==> config.mk <==
export PLATFORM = sky130hd
export DESIGN_NAME = tsvc_top
export DESIGN_NICKNAME = d
export VERILOG_FILES = /design/src/hdl/tsvc_pkg.sv /design/src/hdl/tsvc_top.sv
export SDC_FILE = /design/constraint.sdc
export NUM_CORES = 1
export LEC_CHECK = 0
export BUFFER_PORTS_ARGS = -buffer_cell sky130_fd_sc_hd__buf_4
export CAP_MARGIN = 20
export CORE_UTILIZATION = 58
export CTS_CLUSTER_DIAMETER = 40
export DETAILED_ROUTE_END_ITERATION = 8
export GPL_TIMING_DRIVEN = 0
export PLACE_DENSITY = 0.95
export SLEW_MARGIN = 20
export SYNTH_ARGS = -nofsm -noshare
export SYNTH_HDL_FRONTEND = slang
export SYNTH_SLANG_ARGS = --single-unit
==> constraint.sdc <==
create_clock -name MCLK -period 6.7 [get_ports MCLK]
set_clock_uncertainty 0.15 [all_clocks]
set_input_delay 1.005 -clock MCLK [delete_from_list [all_inputs] [get_ports MCLK]]
set_output_delay 1.005 -clock MCLK [all_outputs]
set_load 0.05 [all_outputs]
==> src/hdl/tsvc_pkg.sv <==
// package: constants, register map and carriers of the scramble view control
`default_nettype none
package tsvc_pkg;
  // component slots and field widths
  localparam int          NCOMP        = 4;
  localparam int          PID_W        = 13;
  localparam int          KEY_W        = 64;
  localparam int          ADDR_W       = 8;
  // register byte offsets
  localparam logic [7:0]  OFF_CTRL     = 8'h00;
  localparam logic [7:0]  OFF_ECM_PID  = 8'h04;
  localparam logic [7:0]  OFF_COMP0    = 8'h08;
  localparam logic [7:0]  OFF_STATUS   = 8'h18;
  localparam logic [7:0]  OFF_INT_STAT = 8'h1c;
  localparam logic [7:0]  OFF_INT_MASK = 8'h20;
  // control register bits
  localparam int          CTRL_EN      = 0;
  localparam int          CTRL_CARD_OK = 1;
  localparam int          CTRL_CA_DESC = 2;
  localparam int          CTRL_LINK    = 3;
  localparam int          CTRL_W       = 4;
  // component register: pid in low bits, enable and sub-program flag
  localparam int          COMP_EN      = 16;
  localparam int          COMP_SUB     = 17;
  // interrupt bits
  localparam int          IRQ_CARD_BAD = 0;
  localparam int          IRQ_LINK     = 1;
  localparam int          IRQ_COPY     = 2;
  localparam int          IRQ_CAT      = 3;
  localparam int          IRQ_ECM      = 4;
  localparam int          IRQ_W        = 5;
  // status register field positions
  localparam int          ST_CAT       = 0;
  localparam int          ST_VIEW      = 3;
  localparam int          ST_COPY      = 4;
  localparam int          ST_ARMED     = 5;
  localparam int          ST_CARD_BAD  = 6;
  localparam int          ST_LINK      = 7;
  localparam int          ST_RSP       = 8;
  localparam int          ST_SCR       = 16;
  // scrambling control and adaptation field codes
  localparam logic [1:0]  SCR_CLEAR    = 2'h0;
  localparam logic [1:0]  SCR_UNDEF    = 2'h1;
  localparam logic [1:0]  SCR_EVEN     = 2'h2;
  localparam logic [1:0]  SCR_ODD      = 2'h3;
  localparam logic [1:0]  AFC_NONE     = 2'h0;
  localparam logic [1:0]  AFC_ADAPT    = 2'h2;

  // viewing category, one-hot
  typedef enum logic [2:0] {
    CAT_FREE     = 3'b001,
    CAT_CONTRACT = 3'b010,
    CAT_PPV      = 3'b100
  } tsvc_cat_e;

  // card reply kind to an ecm
  typedef enum logic [1:0] {
    RSP_CONTRACT = 2'h0,
    RSP_PPV      = 2'h1,
    RSP_NO_CONTR = 2'h2,
    RSP_ERROR    = 2'h3
  } tsvc_rsp_e;

  // transport packet header as seen by the block
  typedef struct packed {
    logic             valid;
    logic [PID_W-1:0] pid;
    logic [1:0]       scr;
    logic [1:0]       afc;
  } tsvc_hdr_s;

  // card answer to an ecm reception exchange
  typedef struct packed {
    logic             valid;
    tsvc_rsp_e        kind;
    logic             tier_or_ppv;
    logic             tier_held;
    logic             no_record;
    logic [KEY_W-1:0] key_even;
    logic [KEY_W-1:0] key_odd;
  } tsvc_rsp_s;

  // per packet decision
  typedef struct packed {
    logic             valid;
    logic             descramble;
    logic             key_odd;
    logic             sub;
    logic [1:0]       slot;
  } tsvc_dec_s;
endpackage : tsvc_pkg
`default_nettype wire

==> src/hdl/tsvc_top.sv <==
// module: scramble flag classification and viewing control
`default_nettype none
module tsvc_top (
  // clock and reset
  input  wire logic                           MCLK,
  input  wire logic                           RST_B,
  // avalon-mm register slave
  input  wire logic [tsvc_pkg::ADDR_W-1:0]    AVS_ADDRESS,
  input  wire logic                           AVS_READ,
  input  wire logic                           AVS_WRITE,
  input  wire logic [31:0]                    AVS_WRITEDATA,
  input  wire logic [3:0]                     AVS_BYTEENABLE,
  output logic      [31:0]                    AVS_READDATA,
  output logic                                AVS_WAITREQUEST,
  // transport packet headers from the demultiplexer
  input  wire tsvc_pkg::tsvc_hdr_s            TS_HDR,
  // ecm forwarding and card reply
  output logic                                ECM_FWD,
  input  wire tsvc_pkg::tsvc_rsp_s            CARD_RSP,
  // descrambler control
  output tsvc_pkg::tsvc_dec_s                 PKT_DEC,
  output logic      [tsvc_pkg::KEY_W-1:0]     KEY_EVEN,
  output logic      [tsvc_pkg::KEY_W-1:0]     KEY_ODD,
  output logic                                DESC_ARMED,
  // viewing state
  output tsvc_pkg::tsvc_cat_e                 VIEW_CAT,
  output logic                                VIEWABLE,
  output logic                                COPY_GUARD,
  output logic                                CARD_INVALID,
  output logic                                LINK_OP,
  output logic                                IRQ
);

  // whole module state
  typedef struct packed {
    logic                                    waitreq;
    logic [31:0]                             rdata;
    logic [tsvc_pkg::CTRL_W-1:0]             ctrl;
    logic [tsvc_pkg::PID_W-1:0]              ecm_pid;
    logic [tsvc_pkg::NCOMP-1:0][17:0]        comp;
    logic [tsvc_pkg::NCOMP-1:0][1:0]         scr;
    tsvc_pkg::tsvc_cat_e                     cat;
    logic                                    viewable;
    logic                                    copy;
    logic                                    armed;
    logic                                    card_bad;
    logic                                    link;
    logic                                    have_rsp;
    tsvc_pkg::tsvc_rsp_e                     rsp_kind;
    logic                                    tier_or_ppv;
    logic                                    tier_held;
    logic [tsvc_pkg::KEY_W-1:0]              key_even;
    logic [tsvc_pkg::KEY_W-1:0]              key_odd;
    logic [tsvc_pkg::IRQ_W-1:0]              int_stat;
    logic [tsvc_pkg::IRQ_W-1:0]              int_mask;
    logic                                    ecm_fwd;
    tsvc_pkg::tsvc_dec_s                     dec;
    logic                                    irq;
  } tsvc_state_s;

  tsvc_state_s state_q;
  tsvc_state_s state_d;

  // effective scramble state of a packet header
  function automatic logic [1:0] scr_decode(
    input logic [1:0] scr,
    input logic [1:0] afc
  );
    logic [1:0] r;
    r = scr;
    if ((afc == tsvc_pkg::AFC_NONE) || (afc == tsvc_pkg::AFC_ADAPT))
    begin
      r = tsvc_pkg::SCR_UNDEF;
    end
    return r;
  endfunction : scr_decode

  // byte-lane merge for writes
  function automatic logic [31:0] be_merge(
    input logic [31:0] old_v,
    input logic [31:0] new_v,
    input logic [3:0]  be
  );
    logic [31:0] r;
    r = old_v;
    for (int b = 0; b < 4; b++)
    begin
      if (be[b])
      begin
        r[b*8 +: 8] = new_v[b*8 +: 8];
      end
    end
    return r;
  endfunction : be_merge

  // read mux, unmapped offsets read as zero
  function automatic logic [31:0] reg_read(
    input tsvc_state_s          s,
    input logic [7:0]           a
  );
    logic [31:0] r;
    r = 32'h0;
    if (a == tsvc_pkg::OFF_CTRL)
    begin
      r[tsvc_pkg::CTRL_W-1:0] = s.ctrl;
    end
    else if (a == tsvc_pkg::OFF_ECM_PID)
    begin
      r[tsvc_pkg::PID_W-1:0] = s.ecm_pid;
    end
    else if (a == tsvc_pkg::OFF_STATUS)
    begin
      r[tsvc_pkg::ST_CAT +: 3]   = s.cat;
      r[tsvc_pkg::ST_VIEW]       = s.viewable;
      r[tsvc_pkg::ST_COPY]       = s.copy;
      r[tsvc_pkg::ST_ARMED]      = s.armed;
      r[tsvc_pkg::ST_CARD_BAD]   = s.card_bad;
      r[tsvc_pkg::ST_LINK]       = s.link;
      r[tsvc_pkg::ST_RSP +: 2]   = s.rsp_kind;
      r[tsvc_pkg::ST_RSP + 2]    = s.have_rsp;
      r[tsvc_pkg::ST_SCR +: 8]   = s.scr;
    end
    else if (a == tsvc_pkg::OFF_INT_STAT)
    begin
      r[tsvc_pkg::IRQ_W-1:0] = s.int_stat;
    end
    else if (a == tsvc_pkg::OFF_INT_MASK)
    begin
      r[tsvc_pkg::IRQ_W-1:0] = s.int_mask;
    end
    else
    begin
      for (int i = 0; i < tsvc_pkg::NCOMP; i++)
      begin
        if (a == tsvc_pkg::OFF_COMP0 + 8'(4 * i))
        begin
          r[17:0] = s.comp[i];
        end
      end
    end
    return r;
  endfunction : reg_read

  // next state
  always_comb
  begin
    logic [31:0]                 wv;
    logic [1:0]                  ps;
    logic                        all_clear;
    logic                        any_sel;
    logic                        to_ppv;
    logic [tsvc_pkg::IRQ_W-1:0]  ev;
    logic                        bad_now;
    logic                        link_now;
    tsvc_pkg::tsvc_cat_e         ncat;
    wv        = 32'h0;
    ps        = tsvc_pkg::SCR_UNDEF;
    all_clear = 1'b1;
    any_sel   = 1'b0;
    to_ppv    = 1'b0;
    ev        = '0;
    bad_now   = 1'b0;
    link_now  = 1'b0;
    ncat      = tsvc_pkg::CAT_FREE;
    state_d   = state_q;
    state_d.ecm_fwd   = 1'b0;
    state_d.dec.valid = 1'b0;

    // bus slave: one wait cycle, transfer takes effect when waitreq is low
    state_d.waitreq = 1'b1;
    if ((AVS_READ || AVS_WRITE) && state_q.waitreq)
    begin
      state_d.waitreq = 1'b0;
      state_d.rdata   = reg_read(state_q, AVS_ADDRESS);
    end
    if (AVS_WRITE && !state_q.waitreq)
    begin
      wv = be_merge(reg_read(state_q, AVS_ADDRESS), AVS_WRITEDATA,
                    AVS_BYTEENABLE);
      if (AVS_ADDRESS == tsvc_pkg::OFF_CTRL)
      begin
        state_d.ctrl = wv[tsvc_pkg::CTRL_W-1:0];
      end
      else if (AVS_ADDRESS == tsvc_pkg::OFF_ECM_PID)
      begin
        state_d.ecm_pid = wv[tsvc_pkg::PID_W-1:0];
      end
      else if (AVS_ADDRESS == tsvc_pkg::OFF_INT_STAT)
      begin
        state_d.int_stat = state_q.int_stat & ~wv[tsvc_pkg::IRQ_W-1:0];
      end
      else if (AVS_ADDRESS == tsvc_pkg::OFF_INT_MASK)
      begin
        state_d.int_mask = wv[tsvc_pkg::IRQ_W-1:0];
      end
      for (int i = 0; i < tsvc_pkg::NCOMP; i++)
      begin
        if (AVS_ADDRESS == tsvc_pkg::OFF_COMP0 + 8'(4 * i))
        begin
          // new component set forgets its old flag
          state_d.comp[i] = wv[17:0];
          state_d.scr[i]  = tsvc_pkg::SCR_UNDEF;
        end
      end
    end

    // packet classification against the selected components
    ps = scr_decode(TS_HDR.scr, TS_HDR.afc);
    if (TS_HDR.valid && state_q.ctrl[tsvc_pkg::CTRL_EN])
    begin
      for (int i = 0; i < tsvc_pkg::NCOMP; i++)
      begin
        // sub-program slots take exactly the same path
        if (state_q.comp[i][tsvc_pkg::COMP_EN] &&
            (state_q.comp[i][tsvc_pkg::PID_W-1:0] == TS_HDR.pid))
        begin
          if (ps != tsvc_pkg::SCR_UNDEF)
          begin
            state_d.scr[i] = ps;
          end
          state_d.dec.valid      = 1'b1;
          state_d.dec.slot       = 2'(i);
          state_d.dec.sub        = state_q.comp[i][tsvc_pkg::COMP_SUB];
          // clear packets bypass the descrambler
          state_d.dec.descramble = state_q.viewable &&
                                   (ps[1] == 1'b1);
          state_d.dec.key_odd    = (ps == tsvc_pkg::SCR_ODD);
        end
      end
      // ecm packets go to the card only while it is valid
      if ((TS_HDR.pid == state_q.ecm_pid) &&
          state_q.ctrl[tsvc_pkg::CTRL_CARD_OK])
      begin
        state_d.ecm_fwd = 1'b1;
        state_d.armed   = 1'b1;
        ev[tsvc_pkg::IRQ_ECM] = 1'b1;
      end
    end

    // card reply: keys and recording control
    if (CARD_RSP.valid)
    begin
      state_d.have_rsp    = 1'b1;
      state_d.rsp_kind    = CARD_RSP.kind;
      state_d.tier_or_ppv = CARD_RSP.tier_or_ppv;
      state_d.tier_held   = CARD_RSP.tier_held;
      state_d.copy        = CARD_RSP.no_record;
      if (CARD_RSP.kind != tsvc_pkg::RSP_ERROR)
      begin
        state_d.key_even = CARD_RSP.key_even;
        state_d.key_odd  = CARD_RSP.key_odd;
      end
    end
    // disabling the block drops the armed path and reply
    if (!state_d.ctrl[tsvc_pkg::CTRL_EN])
    begin
      state_d.armed    = 1'b0;
      state_d.have_rsp = 1'b0;
      state_d.copy     = 1'b0;
    end

    // category evaluated every cycle from flags and reply
    for (int i = 0; i < tsvc_pkg::NCOMP; i++)
    begin
      if (state_d.comp[i][tsvc_pkg::COMP_EN])
      begin
        any_sel = 1'b1;
        if (state_d.scr[i] != tsvc_pkg::SCR_CLEAR)
        begin
          all_clear = 1'b0;
        end
      end
    end
    to_ppv = (state_d.rsp_kind == tsvc_pkg::RSP_PPV) ||
             (state_d.tier_or_ppv && !state_d.tier_held);
    if (!any_sel || all_clear)
    begin
      ncat = tsvc_pkg::CAT_FREE;
    end
    else if (state_d.have_rsp && to_ppv)
    begin
      ncat = tsvc_pkg::CAT_PPV;
    end
    else
    begin
      ncat = tsvc_pkg::CAT_CONTRACT;
    end
    state_d.cat = ncat;
    case (ncat)
      tsvc_pkg::CAT_FREE:
        state_d.viewable = 1'b1;
      tsvc_pkg::CAT_CONTRACT,
      tsvc_pkg::CAT_PPV:
        state_d.viewable = state_d.have_rsp &&
          ((state_d.rsp_kind == tsvc_pkg::RSP_CONTRACT) ||
           (state_d.rsp_kind == tsvc_pkg::RSP_PPV));
      default:
        state_d.viewable = 1'b0;
    endcase
    // free content carries no copy restriction from the card while the descrambler is not armed
    if (ncat == tsvc_pkg::CAT_FREE && !state_d.armed)
    begin
      state_d.copy = 1'b0;
    end

    // indications
    bad_now  = state_d.ctrl[tsvc_pkg::CTRL_CA_DESC] &&
               !state_d.ctrl[tsvc_pkg::CTRL_CARD_OK];
    link_now = state_d.have_rsp &&
               (state_d.rsp_kind == tsvc_pkg::RSP_NO_CONTR) &&
               state_d.ctrl[tsvc_pkg::CTRL_LINK];
    state_d.card_bad = bad_now;
    state_d.link     = link_now;
    ev[tsvc_pkg::IRQ_CARD_BAD] = bad_now && !state_q.card_bad;
    ev[tsvc_pkg::IRQ_LINK]     = link_now && !state_q.link;
    ev[tsvc_pkg::IRQ_COPY]     = state_d.copy && !state_q.copy;
    ev[tsvc_pkg::IRQ_CAT]      = (ncat != state_q.cat);

    // sticky status: a new event beats a same-cycle clear
    state_d.int_stat = state_d.int_stat | ev;
    state_d.irq      = |(state_d.int_stat & state_d.int_mask);
  end

  // state register
  always_ff @(posedge MCLK or negedge RST_B)
  begin
    if (!RST_B)
    begin
      state_q         <= '0;
      state_q.waitreq <= 1'b1;
      state_q.cat     <= tsvc_pkg::CAT_FREE;
      state_q.scr     <= '1;
    end
    else
    begin
      state_q <= state_d;
    end
  end

  // outputs straight from the state register
  assign AVS_READDATA    = state_q.rdata;
  assign AVS_WAITREQUEST = state_q.waitreq;
  assign ECM_FWD         = state_q.ecm_fwd;
  assign PKT_DEC         = state_q.dec;
  assign KEY_EVEN        = state_q.key_even;
  assign KEY_ODD         = state_q.key_odd;
  assign DESC_ARMED      = state_q.armed;
  assign VIEW_CAT        = state_q.cat;
  assign VIEWABLE        = state_q.viewable;
  assign COPY_GUARD      = state_q.copy;
  assign CARD_INVALID    = state_q.card_bad;
  assign LINK_OP         = state_q.link;
  assign IRQ             = state_q.irq;

endmodule : tsvc_top
`default_nettype wire

==> reports/qor.yml <==
clocking:
  cts_num_sinks: 281
  cts_tree: "yes"
  clock_latency_ns: 0.52
  cts-hold-fix-buffers: 0
  clk_pin_slew_ns: 0.06
  cts_setup_buffers: 0
  cts-resized-gates: 0
  htreeDepth: 2
  cts_made_buffers: 37
  cts-root-buf: "clkbuf_16"
  clock_path_buffers: 3
routing:
  post_drt_wl_per_cell_um: 22.1
  viasPerCell: 5.81
  drt-total-wl_um: 45900
  ant_nets: 0
  post-route-drc-count: 0
  via_count: 12100
  drt_iter0_markers: 1111
  first_pass_iters: 8
synth:
  synth-edff-count: 0
  avgSynthCellArea_um2: 10.6
  synth_cells: 1343
  yosys.cell_types.count: 78
  syn_area_um2: 14200
  synth-seq-cells: 281
  yosysSeqAreaShare_pct: 49.7
  synthArstFlopShare_pct: 100
  yosys_warnings: 0
  yosys_most_used_dff: "dfrtp_1"
setup_path:
  r2r_cells: 10
  crit-reg2reg-capture: "IRQ"
  required_ns: 7.00
  path_common_cell: "or3_1"
  arrival_ns: 4.53
  start_kind: "primary input"
  cpPeakStageDelay_ns: 0.86
  critical_path_class: "primary input to register"
  worst-path-buf-inv: 2
  path_cells: "buf_4 > clkbuf_1 > nor3_1 > nand3_1 > nor2_1 > or3_1 > a21oi_1 > or3_1 > and4_1 > o311ai_1 > a221o_1"
  timing.rr.start: "state_q[172]"
  endpoint_kind: "register"
  crit_family: "simple AND/OR/NAND/NOR gates"
  critPathMaxFanout: 10
  crit_slowest_cell: "nor2_1"
  reg2reg_slack_ns: 3.23
global_route:
  grt_pass1_wl_um: 67900
  groute.usage.overall_pct: 36.2
  grtUsageMet2_pct: 59.0
  antenna_found_initial: 3
  grtUsageMet3_pct: 11.2
  grt_max_degree: 104
  grt-ovfl-total: 0
  top_usage_layer: "met2"
  use_met1_pct: 43.3
  first_global_vias: 12300
hold_path:
  holdCritPathClass: "primary input to async pin"
final_layout:
  final_cell_mix: "buf_4, dfrtp_1, nand2_1"
  final_common_cell: "buf_4"
  nNetsFinal: 1928
  drive_gt1_share_pct: 43.5
  n_fill_cell: 1480
  area_delta_synth_final_pct: 30.3
  antenna-diode-count: 0
floorplanning:
  dieArea_um2: 25100
  io_pins: 377
  fp.dieH_um: 158
  core.rowCount: 56
  start_util_pct: 59.8
  coreArea_um2: 23700
  die-width_um: 158
sta:
  max_freq_mhz: 236
  finalHoldViolCount: 0
  worstMarginPinSlew_ns: 1.19
  rsz0062_at_grt: "false"
  finalCritPeriodShare_pct: 63.1
  setup_viol: 0
  tns_ns: 0
  maxSlewViolCount: 0
  hold_ws_ns: 0.138
  layout_min_cycle_time_ns: 4.23
  relSlewSlack_pct: 19.8
power_and_ir_drop:
  vdd_drop_max_mv: 0.251
  p_leak_nw: 8.76
  powerDensity_nw_per_um2: 274
placed_design:
  port_buffers: 335
  routabilityCongestion: 0.973
  place_hpwl_um: 33100
run:
  cap_violations: 0
outcome:
  outcome: "completed"
-- Yosys cell counts, types with 13 or more instances --
library cell  instances  area share [%]
a21oi_1              27            0.95
buf_4               172             9.1
clkbuf_1             59             1.6
dfrtp_1             271              48
inv_1                16            0.42
mux2_2              148              12
mux2i_1              18             1.3
nand2_1             200             5.3
nand3_1              13            0.46
nand4_1              15            0.66
nor2_1               51             1.4
o21ai_0             100             3.5
xnor2_1              61             3.8
-- worst max-delay path by stage --
| stage | start | endpoint | slack [ns] | cells after the start |
|---|---|---|---|---|
| final | AVS_ADDRESS[3] | IRQ | 2.47 | 11 |
| after global routing | AVS_ADDRESS[3] | IRQ | 2.37 | 11 |
| after CTS | AVS_ADDRESS[4] | IRQ | 2.65 | 11 |
| after detailed placement | AVS_ADDRESS[4] | IRQ | 2.15 | 11 |
| after global placement | TS_HDR[7] | IRQ | 2.13 | 10 |
| after floorplan | AVS_ADDRESS[6] | IRQ | 2.97 | 12 |
-- flip-flops by register name, indices dropped and copies added, names as in the netlist, 3 cells and up --
name and cells:
PKT_DEC 6, AVS_READDATA 24, KEY_EVEN 64, VIEW_CAT 3, KEY_ODD 64, state_q 112
-- routing by layer --
| layer | part of all wire (%) | wire length [um] | vias up |
|---|---|---|---|
| met5 | 0.10 | 46 | - |
| met3 | 11 | 4960 | 169 |
| met4 | 5.1 | 2350 | 6 |
| met1 | 35 | 16300 | 5894 |
| met2 | 49 | 22300 | 769 |
| li1 | - | - | 5227 |
-- power by group --
| group | switching [mW] | internal, mW |
|---|---|---|
| clock | 0.784 | 1.20 |
| sequential | 0.0856 | 1.82 |
| combinational | 0.695 | 0.466 |
-- cells by family (layout without fill, tap and decap cells) --
family / after synthesis / in the layout / share of synthesized area (%)
compound gates: 207 / 207 / 9.20
xor+xnor: 65 / 65 / 4.02
buf+inv: 258 / 665 / 11.6
flops: 281 / 281 / 49.7
mux: 166 / 166 / 13.0
other cells: 1 / 8 / 0.0265
simple gates: 365 / 365 / 12.4
-- final cells by class --
cell class | count | area [um2] | share of cell area (%)
clock inverters | 17 | 179 | 0.969
plain buffers | 242 | 1590 | 8.59
multi-input cells | 811 | 5520 | 29.9
clock buffers | 51 | 1060 | 5.75
repair buffers | 339 | 2610 | 14.1
flip-flops and latches | 281 | 7040 | 38.2
inverters | 16 | 60.1 | 0.325
well taps | 319 | 399 | 2.16
-- through the flow --
step           power, mW  utilization [%]  instances  setup slack [ns]  cell area, um2
4_1_cts             5.06             77.9       2075              2.65           18500
5_1_grt             5.19             77.9       2076              2.37           18500
3_5_place_dp        3.07             72.7       2007              2.15           17200
6_report            5.06             77.9       2076              2.47           18500
2_1_floorplan       2.68                -       1350              2.97           14200
3_3_place_gp        3.02             72.2       2004              2.13           17100
Power figures use the tool's default switching activity.
